File: config.mk
export PLATFORM = sky130hd
export DESIGN_NAME = serial_arbiter_counter
export DESIGN_NICKNAME = d
export VERILOG_FILES = /design/src/include/arb_pkg.sv /design/src/rtl/arb_sync.sv /design/src/rtl/serial_arbiter_counter.sv
export SDC_FILE = /design/constraint.sdc
export NUM_CORES = 1
export LEC_CHECK = 0
export ABC_AREA = 0
export BUFFER_PORTS_ARGS = -buffer_cell sky130_fd_sc_hd__buf_2
export CAP_MARGIN = 20
export CORE_AREA = 2 2 74 76
export DETAILED_ROUTE_END_ITERATION = 10
export DIE_AREA = 0 0 76 78
export GPL_ROUTABILITY_DRIVEN = 0
export PLACE_DENSITY_LB_ADDON = 0.05
export RECOVER_POWER = 100
export SLEW_MARGIN = 0
export SYNTH_ARGS = -nofsm -noshare
export SYNTH_HDL_FRONTEND = slang
export SYNTH_HIERARCHICAL = 1
export SYNTH_SLANG_ARGS = --single-unit
File: constraint.sdc
create_clock -name SYS_CLK_IN -period 2.4 [get_ports SYS_CLK_IN]
set_input_delay 0.12 -clock SYS_CLK_IN [delete_from_list [all_inputs] [get_ports SYS_CLK_IN]]
set_output_delay 0.12 -clock SYS_CLK_IN [all_outputs]
set_load 0.03 [all_outputs]
File: src/include/arb_pkg.sv
// package with register map, field positions and mode codes of the arbiter
package arb_pkg;
  // register byte offsets on apb
  localparam logic [7:0] OFS_CTRL = 8'h00;
  localparam logic [7:0] OFS_DATA = 8'h04;
  localparam logic [7:0] OFS_IRQ_STAT = 8'h08;
  localparam logic [7:0] OFS_IRQ_MASK = 8'h0c;
  localparam logic [7:0] OFS_CFG = 8'h10;
  // control register fields
  localparam int B_MODE_HI = 7;
  localparam int B_MODE_LO = 6;
  localparam int B_LOST = 5;
  localparam int B_ACLK = 4;
  localparam int B_FIN = 3;
  localparam int B_RUN = 2;
  localparam int B_OVF = 1;
  localparam int B_MSB = 0;
  // config register fields
  localparam int B_SRC = 0;
  // interrupt status fields
  localparam int I_FIN = 0;
  localparam int I_OVF = 1;
  localparam int I_LOST = 2;
  localparam int IRQ_W = 3;
  // counter
  localparam int CNT_W = 9;
  localparam logic [8:0] CNT_MAX = 9'h1ff;
  localparam logic [8:0] CNT_ZERO = 9'h000;
  localparam logic [8:0] CNT_ONE = 9'h001;
  // arbitration sample points
  localparam logic [8:0] SAMPLE_BUS = 9'h038;
  localparam logic [8:0] SAMPLE_PRE = 9'h008;
  // bus clock divided by four
  localparam logic [1:0] BUS_DIV_LAST = 2'h3;
  // reset values
  localparam logic [7:0] CTRL_RST = 8'h00;
  typedef enum logic [1:0] {
    MODE_IDLE = 2'b00,
    MODE_MEAS = 2'b01,
    MODE_ARB = 2'b10,
    MODE_RSVD = 2'b11
  } arb_mode_t;
  typedef enum {ST_WAIT, ST_RUN, ST_DONE} meas_state_t;
endpackage

File: src/rtl/arb_sync.sv
// three flip-flop input synchroniser with agreement filter
`timescale 1ns/1ns
module arb_sync (
  // clock and reset
  input wire logic clk_in,
  input wire logic rst_n_in,
  // pin and filtered level
  input wire logic pin_in,
  output logic level_out
);
  logic [2:0] sh_r;
  logic [2:0] sh_nxt;
  logic lvl_r;
  logic lvl_nxt;

  always_comb begin
    sh_nxt = {sh_r[1:0], pin_in};
    lvl_nxt = lvl_r;
    if (sh_r[1] == sh_r[2]) begin
      lvl_nxt = sh_r[2];
    end
  end

  always_ff @(posedge clk_in or negedge rst_n_in) begin
    if (!rst_n_in) begin
      sh_r <= 3'h7;
      lvl_r <= 1'b1;
    end else begin
      sh_r <= sh_nxt;
      lvl_r <= lvl_nxt;
    end
  end

  assign level_out = lvl_r;
endmodule

File: src/rtl/serial_arbiter_counter.sv
// serial bus arbiter with nine-bit bit-time counter and apb registers
//
// The APB register port and the register offsets are this design's own decisions.
`timescale 1ns/1ns
module serial_arbiter_counter
  import arb_pkg::*;
(
  // clock and reset
  input wire logic SYS_CLK_IN,
  input wire logic RESETN_IN,
  // apb slave
  input wire logic PSEL_IN,
  input wire logic PENABLE_IN,
  input wire logic PWRITE_IN,
  input wire logic [7:0] PADDR_IN,
  input wire logic [31:0] PWDATA_IN,
  output logic [31:0] PRDATA_OUT,
  output logic PREADY_OUT,
  output logic PSLVERR_OUT,
  // prescaler output ticks, one pulse per prescaler clock
  input wire logic PRESC_BUS_TICK_IN,
  input wire logic PRESC_OSC_TICK_IN,
  // serial line
  input wire logic RXD_IN,
  input wire logic TX_SHIFTER_OUTPUT_IN,
  output logic TXD_OUT,
  // interrupt
  output logic IRQ_OUT
);
  import arb_pkg::*;

  logic rx_lvl;
  logic [7:0] ctrl_wr_data;
  logic wr_en;
  logic rd_en;
  logic ctrl_wr;
  logic addr_ok;

  logic [1:0] mode_r, mode_nxt;
  logic aclk_r, aclk_nxt;
  logic src_r, src_nxt;
  logic lost_r, lost_nxt;
  logic fin_r, fin_nxt;
  logic ovf_r, ovf_nxt;
  logic [8:0] cnt_r, cnt_nxt;
  logic run_r, run_nxt;
  meas_state_t mst_r, mst_nxt;
  logic [1:0] div_r, div_nxt;
  logic half_r, half_nxt;
  logic rx_d_r, rx_d_nxt;
  logic tx_d_r, tx_d_nxt;
  logic sampled_r, sampled_nxt;
  logic [IRQ_W-1:0] ist_r, ist_nxt;
  logic [IRQ_W-1:0] imask_r, imask_nxt;
  logic [31:0] rdata_r, rdata_nxt;

  logic tick;
  logic presc_tick;
  logic rx_fall;
  logic rx_rise;
  logic tx_rise;
  logic tx_fall;
  logic cnt_wrap;
  logic set_fin;
  logic set_lost;

  function automatic logic [7:0] ctrl_image(
    input logic [1:0] m, input logic lo, input logic ak,
    input logic fi, input logic rn, input logic ov, input logic msb);
    logic [7:0] v;
    v = 8'h00;
    v[B_MODE_HI] = m[1];
    v[B_MODE_LO] = m[0];
    v[B_LOST] = lo;
    v[B_ACLK] = ak;
    v[B_FIN] = fi;
    v[B_RUN] = rn;
    v[B_OVF] = ov;
    v[B_MSB] = msb;
    return v;
  endfunction

  arb_sync u_rx_sync (
    .clk_in(SYS_CLK_IN),
    .rst_n_in(RESETN_IN),
    .pin_in(RXD_IN),
    .level_out(rx_lvl)
  );

  // apb decode, zero wait states
  assign wr_en = PSEL_IN & PENABLE_IN & PWRITE_IN;
  assign rd_en = PSEL_IN & ~PENABLE_IN & ~PWRITE_IN;
  assign ctrl_wr = wr_en & (PADDR_IN == OFS_CTRL);
  assign ctrl_wr_data = PWDATA_IN[7:0];
  assign addr_ok = (PADDR_IN == OFS_CTRL) | (PADDR_IN == OFS_DATA) |
                   (PADDR_IN == OFS_IRQ_STAT) | (PADDR_IN == OFS_IRQ_MASK) |
                   (PADDR_IN == OFS_CFG);
  assign PREADY_OUT = 1'b1;
  assign PSLVERR_OUT = PSEL_IN & PENABLE_IN & ~addr_ok;
  assign PRDATA_OUT = rdata_r;

  // counter clock enables
  assign presc_tick = src_r ? PRESC_OSC_TICK_IN : PRESC_BUS_TICK_IN;
  assign tick = aclk_r ? (presc_tick & half_r)
                       : (div_r == BUS_DIV_LAST);

  assign rx_fall = rx_d_r & ~rx_lvl;
  assign rx_rise = ~rx_d_r & rx_lvl;
  assign tx_rise = ~tx_d_r & TX_SHIFTER_OUTPUT_IN;
  assign tx_fall = tx_d_r & ~TX_SHIFTER_OUTPUT_IN;
  assign cnt_wrap = run_r & tick & (cnt_r == CNT_MAX);

  always_comb begin
    mode_nxt = mode_r;
    aclk_nxt = aclk_r;
    src_nxt = src_r;
    imask_nxt = imask_r;
    div_nxt = div_r + 2'h1;
    half_nxt = presc_tick ? ~half_r : half_r;
    rx_d_nxt = rx_lvl;
    tx_d_nxt = TX_SHIFTER_OUTPUT_IN;
    cnt_nxt = cnt_r;
    run_nxt = run_r;
    mst_nxt = mst_r;
    sampled_nxt = sampled_r;
    set_fin = 1'b0;
    set_lost = 1'b0;
    if (run_r && tick) begin
      cnt_nxt = cnt_r + CNT_ONE;
    end
    case (arb_mode_t'(mode_r))
      MODE_MEAS: begin
        case (mst_r)
          ST_WAIT: begin
            if (aclk_r ? !rx_lvl : rx_fall) begin
              run_nxt = 1'b1;
              mst_nxt = ST_RUN;
            end
          end
          ST_RUN: begin
            if (aclk_r ? rx_rise : rx_fall) begin
              run_nxt = 1'b0;
              set_fin = 1'b1;
              mst_nxt = ST_DONE;
            end
          end
          ST_DONE: run_nxt = 1'b0;
          default: mst_nxt = ST_WAIT;
        endcase
      end
      MODE_ARB: begin
        if (tx_rise && !lost_r) begin
          cnt_nxt = CNT_ZERO;
          run_nxt = 1'b1;
          sampled_nxt = 1'b0;
        end else if (tx_fall && !sampled_r) begin
          cnt_nxt = CNT_ZERO;
          run_nxt = 1'b0;
        end
        if (run_r && !sampled_r &&
            cnt_r == (aclk_r ? SAMPLE_PRE : SAMPLE_BUS)) begin
          sampled_nxt = 1'b1;
          if (!rx_lvl) begin
            set_lost = 1'b1;
            run_nxt = 1'b0;
          end
        end
      end
      default: begin
        cnt_nxt = CNT_ZERO;
        run_nxt = 1'b0;
        mst_nxt = ST_WAIT;
        sampled_nxt = 1'b0;
      end
    endcase
    fin_nxt = fin_r;
    ovf_nxt = ovf_r;
    lost_nxt = lost_r;
    if (ctrl_wr) begin
      mode_nxt = {ctrl_wr_data[B_MODE_HI], ctrl_wr_data[B_MODE_LO]};
      aclk_nxt = ctrl_wr_data[B_ACLK];
      cnt_nxt = CNT_ZERO;
      fin_nxt = 1'b0;
      ovf_nxt = 1'b0;
      mst_nxt = ST_WAIT;
      run_nxt = 1'b0;
      sampled_nxt = 1'b0;
      if (!ctrl_wr_data[B_MODE_HI]) begin
        lost_nxt = 1'b0;
      end
    end
    // hardware set wins over the clear
    if (set_fin) begin
      fin_nxt = 1'b1;
    end
    if (cnt_wrap) begin
      ovf_nxt = 1'b1;
    end
    if (set_lost) begin
      lost_nxt = 1'b1;
    end
    if (wr_en && PADDR_IN == OFS_CFG) begin
      src_nxt = PWDATA_IN[B_SRC];
    end
    if (wr_en && PADDR_IN == OFS_IRQ_MASK) begin
      imask_nxt = PWDATA_IN[IRQ_W-1:0];
    end
    ist_nxt = ist_r;
    if (wr_en && PADDR_IN == OFS_IRQ_STAT) begin
      ist_nxt = ist_r & ~PWDATA_IN[IRQ_W-1:0];
    end
    if (set_fin) begin
      ist_nxt[I_FIN] = 1'b1;
    end
    if (cnt_wrap) begin
      ist_nxt[I_OVF] = 1'b1;
    end
    if (set_lost) begin
      ist_nxt[I_LOST] = 1'b1;
    end
    rdata_nxt = rdata_r;
    if (rd_en) begin
      case (PADDR_IN)
        OFS_CTRL: rdata_nxt = {24'h000000, ctrl_image(mode_r, lost_r,
          aclk_r, fin_r, run_r, ovf_r, cnt_r[CNT_W-1])};
        OFS_DATA: rdata_nxt = {24'h000000, cnt_r[7:0]};
        OFS_IRQ_STAT: rdata_nxt = {29'h00000000, ist_r};
        OFS_IRQ_MASK: rdata_nxt = {29'h00000000, imask_r};
        OFS_CFG: rdata_nxt = {31'h00000000, src_r};
        default: rdata_nxt = 32'h00000000;
      endcase
    end
  end

  always_ff @(posedge SYS_CLK_IN or negedge RESETN_IN) begin
    if (!RESETN_IN) begin
      mode_r <= MODE_IDLE;
      aclk_r <= 1'b0;
      src_r <= 1'b0;
      lost_r <= 1'b0;
      fin_r <= 1'b0;
      ovf_r <= 1'b0;
      cnt_r <= CNT_ZERO;
      run_r <= 1'b0;
      mst_r <= ST_WAIT;
      div_r <= 2'h0;
      half_r <= 1'b0;
      rx_d_r <= 1'b1;
      tx_d_r <= 1'b1;
      sampled_r <= 1'b0;
      ist_r <= '0;
      imask_r <= '0;
      rdata_r <= 32'h00000000;
    end else begin
      mode_r <= mode_nxt;
      aclk_r <= aclk_nxt;
      src_r <= src_nxt;
      lost_r <= lost_nxt;
      fin_r <= fin_nxt;
      ovf_r <= ovf_nxt;
      cnt_r <= cnt_nxt;
      run_r <= run_nxt;
      mst_r <= mst_nxt;
      div_r <= div_nxt;
      half_r <= half_nxt;
      rx_d_r <= rx_d_nxt;
      tx_d_r <= tx_d_nxt;
      sampled_r <= sampled_nxt;
      ist_r <= ist_nxt;
      imask_r <= imask_nxt;
      rdata_r <= rdata_nxt;
    end
  end

  // transmit pin forced high while arbitration is lost
  assign TXD_OUT = TX_SHIFTER_OUTPUT_IN | lost_r;
  assign IRQ_OUT = |(ist_r & imask_r);
endmodule

==> flow_summary.ini <==
[outcome]
outcome = finished with violations
violations = hold timing

[critical_path]
cp.required_ns = 2.58
crit_fanout = 8
r2r-start = mst_r[1]
reg2regPathDepth = 7
arrival_ns = 2.22
r2r_slack_ns = 0.64
endpoint = imask_r[1]
r2r-end = run_r
critPathKind = in2reg
end_kind = flip-flop
startpoint_type = input port
crit_start = PADDR_IN[1]

[global_route]
grt_overflow = 0
grt_usage_pct = 18.28
grt_pass1_wl_microns = 8562
grt_pass1_vias = 1709
grt_max_degree = 44
antenna_found_initial = 0

[clocking]
cts_tree = done
clk_pin_slew_ns = 0.08
clkLatencyLatePin_ns = 0.29
cts_sinks = 43
cts_root_buf = clkbuf_8
numCtsBuffers = 5
cts.htree.levels = 2
cts_resized = 0
postCtsSetupBuffers = 0
cts_buffer_depth = 2

[placed_design]
place_ws_ns = 0.5288
io_buffers = 33
dp.cells = 348
post-dp-hpwl_microns = 3636
dpl_cell_area_sq_mm = 0.002605

[synth]
yosysWarningCount = 6
synth_cells = 255
avgSynthCellArea_sq_um = 9.794
ys_seq_area_share_pct = 43.39
async_reset_ff_share_pct = 100.0
synth_cell_type_count = 50
synth_edf_count = 0
ys_ff_latch = 43
synthesis.area_sq_mm = 0.002497
ys.flop_type = dfrtp_1

[timing]
setup_viol = 0
fin_skew_ns = 0.005238
slew_headroom_pct = 37.02
fmaxAchievable_mhz = 489.4
worst_pin_slew_ns = 0.9447
min_period_over_period_pct = 85.14
period_needed_ns = 2.043
fin_hold_ws_ns = -0.02780
hold_viol_final = 37
fin_ws_ns = 0.3566
rsz0062_at_grt = false
slew_viol_final = 0
setup_tns_ns = 0

[detailed_routing]
drc_errors = 0
wl_per_cell_microns = 13.81
drtPass1Iterations = 4
dr_total_vias = 1840
drtAntennaViolNets = 0
drt_wl_total_microns = 4945
drtIter0Drc = 124
vias_per_cell = 5.140

[cells_and_area]
final_cells = 358
final_nets = 345
nFillCells = 493
design_area_sq_mm = 0.002664
num_antenna_cells = 0
fin_util_pct = 52.83
multi_input_area_sq_mm = 0.001181
final_cell_mix = 37 x dfrtp_1, 32 x nand2_1, 25 x conb_1
final_common_cell = dfrtp_1
seq_area_sq_mm = 0.001084
drive_above_1_share_pct = 15.97
area_delta_synth_final_pct = 6.663

[power_and_ir_drop]
p_leak_nw = 1.260
ir_drop_uv = 284.3
power.density_mw_per_mm2 = 502.8
power_mw = 1.339

[floorplanning]
core_sq_mm = 0.005042
die_w_microns = 76
pin_count = 85
fp-row-count = 26
die_y_microns = 78
start_util_pct = 49.53
dieArea_sq_mm = 0.005928

[run]
cap_viol_max_count = 0

[hold_path]
min_path_type = in2async
## sequential cells by signal (all words and copies together), names as in the netlist
| name | cells |
|---|---|
| tx_d_r | 1 |
| rx_d_r | 1 |
| run_r | 1 |
| lost_r | 1 |
| src_r | 1 |
| mode_r | 2 |
| u_rx_sync/level_out | 1 |
| sampled_r | 1 |
| mst_r | 2 |
| ovf_r | 1 |
| imask_r | 3 |
| cnt_r | 9 |
| half_r | 1 |
| fin_r | 1 |
| ist_r | 3 |
| div_r | 2 |
| u_rx_sync/sh_r | 3 |
| PRDATA_OUT | 8 |
| aclk_r | 1 |
## critical path, cell delays in order
cell	delay [ns]
buf_2	0.09
or4_1	0.54
nor3_1	0.60
nand2_1	0.12
nor3_1	0.37
mux2_2	0.39
## report_power, final
part           total (mW)  internal, mW  switching [mW]  leakage [nW]
sequential          0.763         0.747          0.0158         0.557
combinational       0.142        0.0397           0.103         0.661
clock               0.434         0.204           0.230        0.0422
total                1.34         0.991           0.348          1.26
## per-layer routing
metal | vias up | global-route usage (%) | wire, microns
li1 | 898 | - | -
met1 | 872 | 25.83 | 2307
met2 | 63 | 27.77 | 2244
met3 | 7 | 4.767 | 332
met4 | 0 | 5.455 | 61
met5 | - | 0 | 0
## logic make-up after synthesis
family,Yosys count,synth area share (%)
compound gates,37,10.47
xor+xnor,8,2.806
fa+ha+maj,10,4.960
buf+inv,48,11.82
flops,43,43.39
mux,12,6.162
other cells,2,0.3007
simple gates,95,20.09
## cell usage after synthesis (all sizes together) (6+ instances only)
library cell,count,area (sq um)
inv,13,48.80
xor2,6,52.55
dfrtp,37,925.9
a222oi,6,60.06
nor2,20,75.07
dfstp,6,157.7
nand3,10,50.05
ha,9,112.6
mux2,7,78.83
nand2,32,120.1
o21ai,10,50.05
a21oi,6,30.03
buf,32,235.2
## what timing repair did
item                                   CTS  global route
setup endpoints to repair                0             0
endpoints found under the hold margin    2             0
hold buffers                             2             0
## worst min-delay path by stage
stage / depth (start not counted) / start / endpoint / slack [ns]
after floorplan: 0 / RESETN_IN / PRDATA_OUT[0] / -0.18
after global placement: 1 / RXD_IN / u_rx_sync/sh_r[0] / 0.23
after detailed placement: 1 / RXD_IN / u_rx_sync/sh_r[0] / 0.23
after CTS: 1 / RESETN_IN / mst_r[0] / 0.009
after global routing: 3 / PWDATA_IN[4] / aclk_r / 0.006
final: 1 / RESETN_IN / aclk_r / -0.03
## area by class of cell
type,count,share of cell area [%]
inverters,13,1.832
multi-input cells,187,44.34
flip-flops and latches,43,40.68
well taps,70,3.288
clock inverters,1,0.1879
repair buffers,37,6.811
clock buffers,7,2.865
Power figures use the tool's default switching activity.
